[config.mk]
export PLATFORM = sky130hd
export DESIGN_NAME = aab_regs
export DESIGN_NICKNAME = d
export VERILOG_FILES = /design/src/verilog/aab_pkg.sv /design/src/verilog/aab_flag_if.sv /design/src/verilog/aab_regs.sv /design/src/verilog/aab_sticky_flags.sv
export SDC_FILE = /design/constraint.sdc
export NUM_CORES = 1
export LEC_CHECK = 0
export BUFFER_PORTS_ARGS = -buffer_cell sky130_fd_sc_hd__buf_2
export CAP_MARGIN = 20
export CORE_ASPECT_RATIO = 0.9
export CORE_UTILIZATION = 50
export CTS_CLUSTER_DIAMETER = 150
export CTS_CLUSTER_SIZE = 25
export DETAILED_ROUTE_END_ITERATION = 8
export GPL_ROUTABILITY_DRIVEN = 0
export PLACE_DENSITY = 0.84
export RECOVER_POWER = 100
export SETUP_SLACK_MARGIN = 0.15
export SLEW_MARGIN = 5
export SYNTH_ARGS = -nofsm -noshare
export SYNTH_HDL_FRONTEND = slang
export SYNTH_SLANG_ARGS = --single-unit
[constraint.sdc]
create_clock -name clk_sys -period 2.16 [get_ports clk_sys]
set_input_delay 0.108 -clock clk_sys [delete_from_list [all_inputs] [get_ports clk_sys]]
set_output_delay 0.108 -clock clk_sys [all_outputs]
set_load 0.01 [all_outputs]
[src/verilog/aab_pkg.sv]
package aab_pkg;
  // management register addresses of this bank
  localparam logic [4:0] ADDR_ADV = 5'h04;
  localparam logic [4:0] ADDR_LP = 5'h05;
  localparam logic [4:0] ADDR_EXP = 5'h06;
  // advertisement field positions
  localparam int ADV_NP_BIT = 15;
  localparam int ADV_RF_BIT = 13;
  localparam int ADV_PAUSE_BIT = 10;
  localparam int ABIL_HI = 9;
  localparam int ABIL_LO = 5;
  // writable advertisement bits: 15, 13, 10, 9:5
  localparam logic [15:0] ADV_WR_MASK = 16'hA7E0;
  // reset values: abilities 8:5 set, everything else clear
  localparam logic [15:0] ADV_RESET = 16'h01E0;
  // 802.3 selector, constant in bits 4:0
  localparam logic [4:0] SELECTOR_8023 = 5'h01;
  // partner word bits kept: all but reserved 12:11
  localparam logic [15:0] LP_KEEP_MASK = 16'hE7FF;
  localparam logic [15:0] LP_RESET = 16'h0000;
  // expansion bit positions
  localparam int EXP_FAULT_BIT = 4;
  localparam int EXP_LPNP_BIT = 3;
  localparam int EXP_NPABLE_BIT = 2;
  localparam int EXP_PAGE_BIT = 1;
  localparam int EXP_LPAN_BIT = 0;
  // latched flag slots inside the flag keeper
  localparam int FLAG_PAGE = 0;
  localparam int FLAG_FAULT = 1;
  localparam int NUM_FLAGS = 2;
  localparam logic [15:0] RDATA_RESET = 16'h0000;
endpackage

[src/verilog/aab_flag_if.sv]
`timescale 1ns/100ps
interface aab_flag_if #(parameter int N = 2);
  logic [N-1:0] set;
  logic [N-1:0] clr;
  logic [N-1:0] val;
  modport owner (output set, output clr, input val);
  modport keeper (input set, input clr, output val);
endinterface // aab_flag_if

[src/verilog/aab_regs.sv]
`timescale 1ns/100ps
// Summary of operation
// RULE_01: pause bit only travels in the advertised word; it steers nothing else.
// RULE_02: advertisement bits 9:5 are writable and choose which abilities are sent.
// RULE_03: reset restores advertisement defaults; reads return the last written value.
// RULE_04: advertised selector bits 4:0 always hold 00001.
// RULE_05: partner ability register is read-only, resets to zero, mirrors the partner word.
// RULE_06: manager trusts partner ability only after negotiation complete reads one.
// RULE_07: partner next page bit is copied to bit 15 and otherwise ignored.
// RULE_08: partner remote fault is copied to bit 13 and otherwise ignored.
// RULE_09: partner acknowledge is shown in bit 14.
// RULE_10: partner ability bits 9:5 clear on negotiation restart and on reset.
// RULE_11: partner selector bits 4:0 clear on negotiation restart and on reset.
// RULE_12: expansion bit 4 latches parallel detection fault until read or reset.
// RULE_13: expansion bit 3 always equals partner ability bit 15.
// RULE_14: expansion bit 2 always reads one.
// RULE_15: expansion bit 1 latches page received until read or reset.
// RULE_16: expansion bit 0 shows partner negotiation ability, zero before exchange.
// RULE_17: manager writes reserved bits with defaults and ignores them on read.
// RULE_18: negotiation complete reads one only when partner contents are valid.
// RULE_19: advertisement sits at address 04h, pause bit 10, defaults one on 8:5.
// RULE_20: clear-on-read happens after the read; a coinciding event stays latched.
module aab_regs (
  // clock and reset
  input wire logic clk_sys,
  input wire logic rst_n,
  // management register port, decoded from the serial frames
  input wire logic mgmt_wr,
  input wire logic mgmt_rd,
  input wire logic [4:0] mgmt_addr,
  input wire logic [15:0] mgmt_wdata,
  output logic [15:0] mgmt_rdata,
  // negotiation engine events
  input wire logic an_restart,
  input wire logic page_rx,
  input wire logic [15:0] page_word,
  input wire logic par_fault,
  input wire logic partner_not_an,
  input wire logic an_done_in,
  // toward the negotiation engine and status register
  output logic [15:0] adv_word,
  output logic an_complete
);
  logic [15:0] adv_ff;
  logic [15:0] nxt_adv;
  logic [15:0] lp_ff;
  logic [15:0] nxt_lp;
  logic lp_valid_ff;
  logic nxt_lp_valid;
  logic lpan_ff;
  logic nxt_lpan;
  logic [15:0] rdata_ff;
  logic [15:0] nxt_rdata;
  logic [15:0] adv_view;
  logic [15:0] exp_view;
  logic rd_exp;

  // two latched flags live in the keeper; a set beats the clearing read there
  aab_flag_if #(.N(aab_pkg::NUM_FLAGS)) flg ();

  aab_sticky_flags #(.N(aab_pkg::NUM_FLAGS)) u_flags (
    .clk_sys(clk_sys),
    .rst_n(rst_n),
    .flg(flg)
  );

  // advertisement writes; only the documented bits take data
  // reserved and selector bits are dropped here, so a careless write cannot disturb them
  always_comb begin
    nxt_adv = adv_ff;
    if (mgmt_wr && mgmt_addr == aab_pkg::ADDR_ADV) begin // RULE_19
      nxt_adv = mgmt_wdata & aab_pkg::ADV_WR_MASK; // RULE_02
    end
  end

  always_ff @(posedge clk_sys or negedge rst_n) begin
    if (!rst_n) begin
      adv_ff <= aab_pkg::ADV_RESET; // RULE_03
    end else begin
      adv_ff <= nxt_adv;
    end
  end

  // word sent to the partner; selector is wired, not stored, so it cannot drift
  // the same view feeds the read path, so what is sent is what is read back
  always_comb begin
    adv_view = adv_ff & aab_pkg::ADV_WR_MASK;
    adv_view[4:0] = aab_pkg::SELECTOR_8023; // RULE_04
  end
  // pause reaches the engine only inside this word
  assign adv_word = adv_view; // RULE_01

  // partner page capture; restart beats a page arriving in the same cycle
  // a page that loses to a restart is simply dropped; the engine sends it again
  always_comb begin
    nxt_lp = lp_ff;
    nxt_lp_valid = lp_valid_ff;
    nxt_lpan = lpan_ff;
    if (an_restart) begin
      nxt_lp = aab_pkg::LP_RESET; // RULE_10 RULE_11
      nxt_lp_valid = 1'b0;
      nxt_lpan = 1'b0; // RULE_16
    end else begin
      if (page_rx) begin
        // np, ack and fault bits are copied verbatim; only np is used again, for expansion bit 3
        nxt_lp = page_word & aab_pkg::LP_KEEP_MASK; // RULE_05 RULE_07 RULE_08 RULE_09
        nxt_lp_valid = 1'b1;
        nxt_lpan = 1'b1; // RULE_16
      end
      if (partner_not_an) begin
        nxt_lpan = 1'b0; // RULE_16
      end
    end
  end

  always_ff @(posedge clk_sys or negedge rst_n) begin
    if (!rst_n) begin
      lp_ff <= aab_pkg::LP_RESET; // RULE_05
      lp_valid_ff <= 1'b0;
      lpan_ff <= 1'b0;
    end else begin
      lp_ff <= nxt_lp;
      lp_valid_ff <= nxt_lp_valid;
      lpan_ff <= nxt_lpan;
    end
  end

  // complete is withheld until a partner page has been captured
  assign an_complete = an_done_in & lp_valid_ff; // RULE_18

  // latched flag events and clear-on-read of the expansion register
  // the page flag survives a restart on purpose: only a read or reset drops it
  assign rd_exp = mgmt_rd && mgmt_addr == aab_pkg::ADDR_EXP;
  assign flg.set[aab_pkg::FLAG_PAGE] = page_rx & ~an_restart; // RULE_15
  assign flg.set[aab_pkg::FLAG_FAULT] = par_fault; // RULE_12
  assign flg.clr = {aab_pkg::NUM_FLAGS{rd_exp}}; // RULE_20

  // expansion view; reserved bits read zero
  // built from live state, so bit 3 can never disagree with partner bit 15
  always_comb begin
    exp_view = 16'h0000; // RULE_17
    exp_view[aab_pkg::EXP_FAULT_BIT] = flg.val[aab_pkg::FLAG_FAULT]; // RULE_12
    exp_view[aab_pkg::EXP_LPNP_BIT] = lp_ff[aab_pkg::ADV_NP_BIT]; // RULE_13
    exp_view[aab_pkg::EXP_NPABLE_BIT] = 1'b1; // RULE_14
    exp_view[aab_pkg::EXP_PAGE_BIT] = flg.val[aab_pkg::FLAG_PAGE]; // RULE_15
    exp_view[aab_pkg::EXP_LPAN_BIT] = lpan_ff; // RULE_16
  end

  // read data sampled on the same edge the flags clear, so the read sees them;
  // the word is registered and stands until the next read, which lets a slow
  // serial frame shift it out without a second copy
  always_comb begin
    nxt_rdata = rdata_ff;
    if (mgmt_rd) begin
      case (mgmt_addr)
        aab_pkg::ADDR_ADV: nxt_rdata = adv_view; // RULE_03
        aab_pkg::ADDR_LP: nxt_rdata = lp_ff; // RULE_05
        aab_pkg::ADDR_EXP: nxt_rdata = exp_view; // RULE_20
        default: nxt_rdata = 16'h0000; // other addresses belong elsewhere
      endcase
    end
  end

  always_ff @(posedge clk_sys or negedge rst_n) begin
    if (!rst_n) begin
      rdata_ff <= aab_pkg::RDATA_RESET;
    end else begin
      rdata_ff <= nxt_rdata;
    end
  end

  assign mgmt_rdata = rdata_ff;
endmodule // aab_regs

[src/verilog/aab_sticky_flags.sv]
`timescale 1ns/100ps
module aab_sticky_flags #(
  parameter int N = 2
) (
  // clock and reset
  input wire logic clk_sys,
  input wire logic rst_n,
  // flag control
  aab_flag_if.keeper flg
);
  logic [N-1:0] flag_ff;
  logic [N-1:0] nxt_flag;

  // one latch per flag; a set in the clearing cycle wins so no event is lost
  genvar gi;
  generate
    for (gi = 0; gi < N; gi++) begin : g_flag
      always_comb begin
        nxt_flag[gi] = flg.set[gi] | (flag_ff[gi] & ~flg.clr[gi]); // RULE_20
      end
    end
  endgenerate

  always_ff @(posedge clk_sys or negedge rst_n) begin
    if (!rst_n) begin
      flag_ff <= '0;
    end else begin
      flag_ff <= nxt_flag;
    end
  end

  assign flg.val = flag_ff;
endmodule // aab_sticky_flags

======== Word level (Yosys, flattened, before mapping) ========
Index checks and enable logic that the tools add are counted.
Widths: inputs -> output; s select.
operators by class
  bitwise operators ....................... 8
  equality and inequality tests ........... 3
  muxes and demuxes ....................... 7
  reductions and logical operators ........ 4
operator list
  operator            number
  $pmux 16 s3         1
  $mux 16             2
  $eq 5x3->1 const B  3
  $and 1x1->1         4
  $mux 1              4
  $reduce_bool 3->1   1
  $logic_and 1x1->1   2
  $not 1->1           2
  $or 1x1->1          2
  $reduce_bool 2->1   1
word-level totals
  output and inout port bits .............. 33
  register bits ........................... 44
  input port bits ......................... 46
  logic and storage cells ................. 28

======== Logic depth before layout (Yosys ltp) ========
Gate-level depths: netlist of the first run.
  word-level depth ........................ 5
  depth in mapped cells ................... 4
  depth with buffers taken out ............ 3

======== Modules after synthesis ========
Synthesis of the first run repeated with hierarchy kept, for this count alone.
second synthesis, totals
  cells, all modules ...................... 140
  area total of the unflattened synthesis .. 1786.7 um^2
by module, submodules not included
  module            area an instance (um^2)  cells an instance  instances  sequential area each (um^2)
  aab_regs          1714.1                   134                1          955.9
  aab_sticky_flags  72.6                     6                  1          50.0

======== Worst setup path before layout of the first run ========
No wires, ideal clock.
  path kind ............................... in2reg
  start point ............................. input port mgmt_addr[4]
  end point ............................... register adv_ff[10]
  slack ................................... 1.166 ns
  required time ........................... 2.035 ns
  stages on the path ...................... 3
  setup time .............................. 0.125 ns
  data arrival time ....................... 0.870 ns
  path buffers ............................ 0
  cells stage by stage .................... nor3b_2 nand4b_4 mux2_2
between the ends
  word-level cells in the longest chain between the ends .. 2
RTL lines
  element               line            source
  start, declared       aab_regs.sv:30  input wire logic [4:0] mgmt_addr,
  $eq 5x3->1            aab_regs.sv:71  if (mgmt_wr && mgmt_addr == aab_pkg::ADDR_ADV) begin
  $logic_and 1x1->1     aab_regs.sv:71
  end signal, assigned  aab_regs.sv:78  adv_ff <= aab_pkg::ADV_RESET;
  end signal, assigned  aab_regs.sv:80  adv_ff <= nxt_adv;
  end, declared         aab_regs.sv:44  logic [15:0] adv_ff;
No other way between the ends.
A chain may end at the register's enable or synchronous reset.

======== Worst setup path after layout of the first run ========
  start point ............................. input port mgmt_addr[4]
  end point ............................... register adv_ff[13]
The elaborated chain is that of the path after synthesis.

==> results of run 1 <==
## state kept, by name, indices dropped and copies added, names as in the netlist
| register | cells |
|---|---|
| u_flags.flg.val | 2 |
| lp_valid_ff | 1 |
| lpan_ff | 1 |
| lp_ff | 14 |
| mgmt_rdata | 14 |
| adv_ff | 8 |
## how the worst max path moves through the flow
stage | startpoint | endpoint | slack [ns] | cells past startpoint
after floorplan | mgmt_addr[4] | adv_ff[10]$_DFFE_PN0P_ | 1.17 | 3
after global placement | mgmt_addr[4] | adv_ff[10]$_DFFE_PN0P_ | 0.91 | 4
after detailed placement | mgmt_addr[4] | adv_ff[13]$_DFFE_PN0P_ | 0.86 | 4
after CTS | rst_n | mgmt_rdata[0]$_DFFE_PN0P_ | 1.08 | 2
after global routing | mgmt_addr[4] | adv_ff[9]$_DFFE_PN0P_ | 0.61 | 4
final | mgmt_addr[4] | adv_ff[13]$_DFFE_PN0P_ | 0.75 | 4
## logic make-up (layout without fill, tap and decap cells)
group / after synthesis / count (layout) / synth area share, %
other: 2 / 10 / 0.411
and+or+nand+nor: 36 / 36 / 11.0
buffers and inverters: 33 / 85 / 9.03
DFF: 40 / 40 / 55.0
AOI/OAI and AO/OA: 21 / 21 / 7.04
muxes: 30 / 30 / 17.5
## placed cells by master, fill, tap and decap left out
cell type,instances
sky130_fd_sc_hd__a21o_1,1
sky130_fd_sc_hd__a21oi_1,1
sky130_fd_sc_hd__a22o_1,1
sky130_fd_sc_hd__a22oi_1,3
sky130_fd_sc_hd__a2bb2oi_1,1
sky130_fd_sc_hd__and2_1,1
sky130_fd_sc_hd__and2b_1,1
sky130_fd_sc_hd__buf_2,36
sky130_fd_sc_hd__clkbuf_1,24
sky130_fd_sc_hd__clkbuf_2,1
sky130_fd_sc_hd__clkbuf_8,6
sky130_fd_sc_hd__conb_1,10
sky130_fd_sc_hd__dfrtp_1,36
sky130_fd_sc_hd__dfstp_1,4
sky130_fd_sc_hd__dlygate4sd3_1,2
sky130_fd_sc_hd__inv_1,16
sky130_fd_sc_hd__mux2_2,16
sky130_fd_sc_hd__mux2i_1,14
sky130_fd_sc_hd__nand2_1,1
sky130_fd_sc_hd__nand3_1,9
sky130_fd_sc_hd__nand4_1,1
sky130_fd_sc_hd__nand4b_1,1
sky130_fd_sc_hd__nor2_1,17
sky130_fd_sc_hd__nor2b_1,2
sky130_fd_sc_hd__nor3_1,1
sky130_fd_sc_hd__nor3b_1,1
sky130_fd_sc_hd__nor4b_2,1
sky130_fd_sc_hd__o21ai_0,9
sky130_fd_sc_hd__o22ai_1,5
## layout make-up
type | count | area (sq um)
inverter | 16 | 60.1
multi-input combinational | 97 | 668
sequential | 40 | 1010
timing repair buffer | 61 | 288
fill | 286 | 1260
clock buffer | 8 | 90.1
tap | 44 | 55.1
## power breakdown
group / leakage [nW] / switching (mW) / internal, mW
Combinational: 0.485 / 0.118 / 0.107
Clock: 0.0455 / 0.242 / 0.260
Sequential: 0.516 / 0.0333 / 0.807
## per-stage QoR
step / setup slack (ns) / instance area [sq um] / hold slack (ns) / util [%]
after floorplan: 1.17 / 1860 / -0.188 / -
after global placement: 0.913 / 2110 / 0.267 / 61.5
after detailed placement: 0.861 / 2110 / 0.277 / 61.5
after CTS: 1.08 / 2220 / 0.00392 / 64.7
after global routing: 0.606 / 2170 / 0.00981 / 63.2
final: 0.751 / 2170 / 0.00554 / 63.2
## worst register-to-register path, stage by stage, from the launching register on
cell	delay (ns)
sky130_fd_sc_hd__dfrtp_1	0.42
sky130_fd_sc_hd__mux2_2	0.28
sky130_fd_sc_hd__nand3_1	0.08
sky130_fd_sc_hd__o21ai_0	0.08
## timing repair
item / in CTS / in global routing
buffers inserted: 0 / 0
hold buffers: 2 / 0
endpoints found under the hold margin: 37 / 0
## per-layer routing
layer  vias up  share of wire [%]
li1        641                  -
met2        47                 42
met4         0                1.2
met1       598                 49
met5         -                  0
met3         6                7.3
==> results.md, run 1 <==
- At the pin with the least slew margin, the transition time is 0.970 ns.
- The layer flagged by global routing as most heavily used is met2.
- The number of top-level pins is 79.
- The final antenna diode count is 0.
- The run finished with clean final reports.
- The worst-case clock skew is 0.00244 ns.
- The critical path is of the input port to register type.
- For this design the ratio of total power to cell area is 724 mW/mm^2.
- The first detailed-routing pass took 4 iterations.
- In this run the worst path has a maximum fanout of 8.
- Measured in cells, the most critical reg-to-reg path has a length of 3.
- The fmax is 0.709 GHz.
- The proportion of netlist area held by the largest area contributor is 49.2%.
- In this run the tool buffered the top-level ports with 58 buffer cells.
- The family with the most delay on the worst path is simple AND/OR/NAND/NOR gates.
- Yosys printed 0 warnings.
- The min-delay analysis places its worst path in the category input port to register.
- The startpoint class of the critical path is an input port.
- The finished layout holds 266 standard cells, fillers aside.
- The prevailing post-synth register cell is sky130_fd_sc_hd__dfrtp_1.
- The library cell occupying the most area in the post-synthesis netlist is sky130_fd_sc_hd__dfrtp_1.
- A synthesized cell averages 11.3 sq um.
- The launch point of the worst hold path is par_fault.
- For this run the aggregate overflow at the end of global routing stands at 0.
- The number of antenna violations at the first check in global routing is 0.
- Once the clock tree was built, the resizer swapped 0 gates to a different size.
- The critical path's slowest cell is sky130_fd_sc_hd__nand4b_1.
- The horizontal die dimension is 65.8 microns.
- The unique cell type count in the Yosys netlist is 27.
- The first-iteration detailed-routing DRC count is 59.
- For this run, the slowest stage of the critical path takes 0.51 ns.
- The die covers 0.00390 sq mm.
- STA puts the critical path data arrival time at 1.58 ns.
- The per-cell via count in the routed design is 4.86.
- The async set or reset register ratio after synthesis is 100%.
- The design draws 1.57 mW.
- The first-pass GRT wire length is 5750 microns.
- The layout net count is 267.
- The hold-critical path endpoint is u_flags.flg.val[1]$_DFF_PN0_.
- The number of sinks on the clock net is 40.
- After legalization and detailed placement, the total HPWL measured 2470 microns.
- Global routing used 7.69% of the available met3 tracks.
- For this run, design rule violations remaining after detail routing come to 0.
- The post-layout minimum cycle time is 1.41 ns.
- In this run the critical register-to-register path is launched from lp_ff[15]$_DFFE_PN0P_.
- By area the synthesized netlist is led by sky130_fd_sc_hd__dfrtp_1, sky130_fd_sc_hd__mux2_2, sky130_fd_sc_hd__mux2i_1, sky130_fd_sc_hd__dfstp_2, sky130_fd_sc_hd__buf_4.
- At the worst endpoint, the required time is 2.34 ns.
- The cell depth of the worst min-delay path is 2.
- From synthesis to final layout, the design area changed by 18.5%.
- Clock tree synthesis selected as its root buffer the cell sky130_fd_sc_hd__clkbuf_8.
- Setup repair after global routing left no endpoint under its margin.
- The number of CTS-inserted buffers is 5.
- The core area is 0.00343 sq mm.
- The analysis attributes to cell leakage a power of 1.05 nW.
- In this run the core area contains 20 standard-cell rows.
- The TritonCTS clock tree is yes.
- The routed via count is 1292.
- After detailed routing, the total wire length is 3530 microns.
- The count of mapped cells out of synthesis is 162.
- The setup slack of the most critical reg-to-reg path is 1.19 ns.
- The number of buffers and inverters on the critical path is 1.
- The deepest level of the CTS H-tree is 2.
- The fraction of layout instances using a drive strength above 1 is 27.0%.
- The overall fraction of global-route tracks in use is 20.2%.
- At the later pin of the worst-skew pair, clock insertion delay measures 0.29 ns.
- The type of element capturing the critical path is a register.
- The number of placed instances, taps included, is 256.
- The register bit total from synthesis is 40.
- The final number of hold-violating endpoints came to 0.
- The final number of max-transition violations is 0.
- The post-synthesis cell area is 0.00183 sq mm.
- The via count of the first global-routing pass was 1210.
- For this run, the register share of the synthesized area comes to 55.0%.
- Global routing consumed, on the met2 layer, 31.2% of the routing resources.
- Max-cap violations in this run came to 0.
- Setup total negative slack on the finished layout was measured at 0 ns.
- The wire length per cell is 13.3 microns.
- The portion of the clock cycle consumed by the worst path in the final layout is 65.3%.
- The synthesized design contains 0 enable-type register cells.
- Entering global routing, the biggest net connects 41 pins.
- The reg-to-reg critical path endpoint is mgmt_rdata[15]$_DFFE_PN0P_.
- The worst pin sits at a relative slew slack of 35.3%.
- In this run the deepest clock path goes through 2 buffers.
- Traced cell by cell, the critical path runs through clkbuf_1, nor3b_1, nand4b_1, mux2_2.
- By count the netlist is led by sky130_fd_sc_hd__dfrtp_1, sky130_fd_sc_hd__nor2_1, sky130_fd_sc_hd__inv_1, sky130_fd_sc_hd__mux2_2, sky130_fd_sc_hd__mux2i_1.
- The floorplan step set the die height to 59.4 microns.
- The clock transition at the register clock pins on the worst setup and hold paths after CTS is 0.07 ns.
- The post-route antenna net violation count is 0.
- Setup violations remaining at the end of the flow were counted as 0.
- The cell with the most instances after synthesis is sky130_fd_sc_hd__dfrtp_1.
- IR analysis of the VDD net gives a maximum drop of 0.558 mV.
- The starting density of the core is 53.4%.
- For met1 alone, demand over resource in global routing was 26.4%.
No activity file was read; power rests on OpenSTA's default activity.
==> run 2, diff against run 1 <==
--- a/config.mk
+++ b/config.mk
@@ -8,12 +8,12 @@
 export BUFFER_PORTS_ARGS = -buffer_cell sky130_fd_sc_hd__buf_2
 export CAP_MARGIN = 20
 export CORE_ASPECT_RATIO = 0.9
-export CORE_UTILIZATION = 50
+export CORE_UTILIZATION = 47
 export CTS_CLUSTER_DIAMETER = 150
 export CTS_CLUSTER_SIZE = 25
 export DETAILED_ROUTE_END_ITERATION = 8
 export GPL_ROUTABILITY_DRIVEN = 0
-export PLACE_DENSITY = 0.84
+export PLACE_DENSITY = 0.8
 export RECOVER_POWER = 100
 export SETUP_SLACK_MARGIN = 0.15
 export SLEW_MARGIN = 5
==> constraint.sdc (replaced) <==
create_clock -name clk_sys -period 1.4 [get_ports clk_sys]
set_input_delay 0.07 -clock clk_sys [delete_from_list [all_inputs] [get_ports clk_sys]]
set_output_delay 0.07 -clock clk_sys [all_outputs]
set_load 0.01 [all_outputs]
==> results.md, run 2 (synthesis gave the netlist of run 1 again) <==
- The core area came to 0.00373 sq mm (+8.8%).
- The area growth from synthesis to final layout is 23.0%.
- The full die area is 0.00415 sq mm (+6.2%).
- The number of design rule violations left after detail routing is 0 (unchanged).
- The detailed placement HPWL is 2580 microns (+4.4%).
- The horizontal die dimension is 67.8 microns (+3.0%).
- The startpoint class of the critical path is an input port.
- The number of CTS-inserted buffers was 5 (unchanged).
- The min-delay analysis places its worst path in the category input port to register.
- The fmax is 0.915 GHz.
- The post-route antenna net violation count was 0 (unchanged).
- The worst-case clock skew is 0.00765 ns (+0.00521 ns).
- The power share of the combinational group came to 14.1% (-0.3 points).
- The fraction of met1 tracks used by global routing is 24.3% (-2.1 points).
- The setup-violating endpoint count in the final report was 0 (unchanged).
- The critical path is of the input port to register type.
- The internal power of the cells is 1.95 mW (+66%).
- The routed via count came to 1310 (+1.4%).
- Setup repair after global routing left no endpoint under its margin.
- The layout net count was 272 (+1.9%).
- The clock transition at the register clock pins on the worst setup and hold paths after CTS is 0.07 ns (about the same).
- The final number of hold-violating endpoints is 0 (unchanged).
- The remaining max-slew budget at the tightest pin was 61.2% (+26 points).
- The run finished with clean final reports.
- The largest stage delay on the critical path is 0.49 ns (-0.02 ns).
- The first-pass GRT wire length is 5580 microns (-2.9%).
- The critical path's slowest cell is sky130_fd_sc_hd__nor3b_1.
- The starting density of the core came to 49.0% (-4.3 points).
- The wire length reported by the detailed router is 3580 microns (+1.4%).
- The largest net degree at the start of global routing is 22 (-46%).
- The required arrival time at the worst endpoint was 1.57 ns (-0.77 ns).
- The biggest fanout along the worst timing path is 8 (unchanged).
- The via count of the first global-routing pass is 1257 (+3.9%).
- The post-route setup TNS was 0 ns (unchanged).
- The count of max-cap constraint violations is 0 (unchanged).
- The worst vdd rail ir drop is 0.723 mV (+30%).
- The signal on the critical path passes through buf_2, nor3b_1, nand4b_4, mux2_2.
- The sequential cell fraction of total power came to 50.7% (-2.9 points).
- The number of fill cells in the layout was 352 (+23%).
- The library cell used most frequently in the layout, excluding fill and tap cells, is sky130_fd_sc_hd__dfrtp_1.
- The maximum buffer depth of the clock tree is 2 (unchanged).
- The library cells used most frequently in the layout, excluding fill and tap cells, are sky130_fd_sc_hd__dfrtp_1, sky130_fd_sc_hd__buf_2, sky130_fd_sc_hd__clkbuf_1.
- The setup slack of the most critical reg-to-reg path came to 0.44 ns (-0.75 ns).
- The overall fraction of global-route tracks in use is 18.5% (-1.7 points).
- The layer with the highest usage is met2.
- The deepest level of the CTS H-tree came to 2 (unchanged).
- The port buffer count is 58 (unchanged).
- The number of sinks on the clock net is 40 (unchanged).
- The worst path uses 78.1% of the clock period.
- The final antenna diode count came to 0 (unchanged).
- The met2 capacity usage during global routing is 29.6% (-1.6 points).
- The type of element capturing the critical path is a register.
- The fraction of layout instances using a drive strength above 1 is 26.4% (-0.60 points).
- The launch point of the worst hold path is mgmt_wdata[8].
- The number of top-level pins is 79 (unchanged).
- The final global-route overflow total is 0 (unchanged).
- The global routing usage on met3 came to 4.81% (-2.9 points).
- The wire length per cell is 13.1 microns (-1.2%).
- The final number of max-transition violations was 0 (unchanged).
- The endpoint arrival time on the critical path is 1.26 ns (-0.32 ns).
- The leakage power is 1.09 nW (+4.4%).
- The most critical setup path has its startpoint at mgmt_addr[3].
- The pin slew with the least headroom to its limit was 0.581 ns (-0.389 ns).
- The TritonCTS clock tree is yes.
- The total of cells resized after clock tree synthesis is 0 (unchanged).
- The root buffer cell chosen for the clock tree is sky130_fd_sc_hd__clkbuf_8.
- The power spent charging and discharging nets is 0.614 mW (+56%).
- The first-iteration detailed-routing DRC count came to 43 (-27%).
- The part of the total power dissipated in the clock network is 35.2% (+3.2 points).
- The post-layout minimum cycle time is 1.09 ns.
- The share of the core filled with cells is 60.3% (-2.9 points).
- The switching share of power is 24.0% (-1.2 points).
- The number of placement rows is 21 (+5.0%).
- The detailed-routing iteration count for the pre-antenna-repair pass is 3 (-1).
- The power density of the placed cells came to 1140 mW/mm^2 (+57%).
- The die height is 61.2 microns (+3.0%).
- The per-cell via count in the routed design is 4.80 (-1.2%).
- The startpoint identified for the worst register-to-register timing path is adv_ff[7]$_DFFE_PN1P_.
- The clock insertion delay at the later pin of the skew report was 0.29 ns (about the same).
- The number of antenna violations at the first check in global routing was 0 (unchanged).
run 2: cell count changes in the layout (fill, tap and decap cells not counted), sizes merged:
cell / change
dlygate4sd3: +3
buf: -1
bufinv: +1
clkbuf: +1
clkinv: +1
run 2: critical path, delay by kind of cell:
family,cells,cell delay [ns]
and+or+nand+nor,2,0.75
muxes,1,0.33
buffers and inverters,1,0.11
run 2: layer usage:
metal	up-vias	share of wire [%]	wire length, microns
met4	0	1.0	36
met5	-	0	0
li1	650	-	-
met3	5	6.1	219
met1	612	46	1650
met2	43	47	1680
run 2: final cells by class:
cell class                 count  area, sq um  area share, %
timing repair buffer          66          342           15.2
inverter                      16         60.1           2.67
tap                           46         57.6           2.56
sequential                    40         1010           44.7
multi-input combinational     97          677           30.1
clock inverter                 2         35.0           1.56
clock buffer                   6         72.6           3.23
run 2: stage by stage:
stage | hold WS [ns] | total power [mW] | cells | cell area [sq um] | worst slack, ns
floorplan | -0.226 | 1.54 | 170 | 1860 | 0.444
global placement | 0.0432 | 1.68 | 260 | 2140 | 0.196
detailed placement | 0.0529 | 1.70 | 260 | 2140 | 0.163
CTS | 0.00281 | 2.61 | 271 | 2270 | 0.364
global route | 0.0116 | 2.69 | 273 | 2250 | 0.200
finish | 0.0178 | 2.56 | 273 | 2250 | 0.307
run 2: final timing paths:
path / end / depth (start not counted)
max in group asynchronous: adv_ff[8]$_DFFE_PN1P_ / 3
max reg2reg: mgmt_rdata[7]$_DFFE_PN0P_ / 3
min in group asynchronous: lp_ff[14]$_DFFE_PN0P_ / 2
min reg2reg: lp_valid_ff$_DFFE_PN0P_ / 2
max: adv_ff[10]$_DFFE_PN0P_ / 4
min: adv_ff[8]$_DFFE_PN1P_ / 2
run 2: repair_timing:
item,CTS,global route
hold buffers,3,2
buffers inserted,0,0
hold endpoints to repair,18,2
run 2: power groups by stage:
stage	Clock (mW)	Combinational (mW)	Sequential, mW
2_1_floorplan	0	0.204	1.34
5_1_grt	0.972	0.404	1.31
3_3_place_gp	0	0.362	1.32
6_report	0.902	0.362	1.30
3_5_place_dp	0	0.372	1.33
4_1_cts	0.927	0.379	1.31
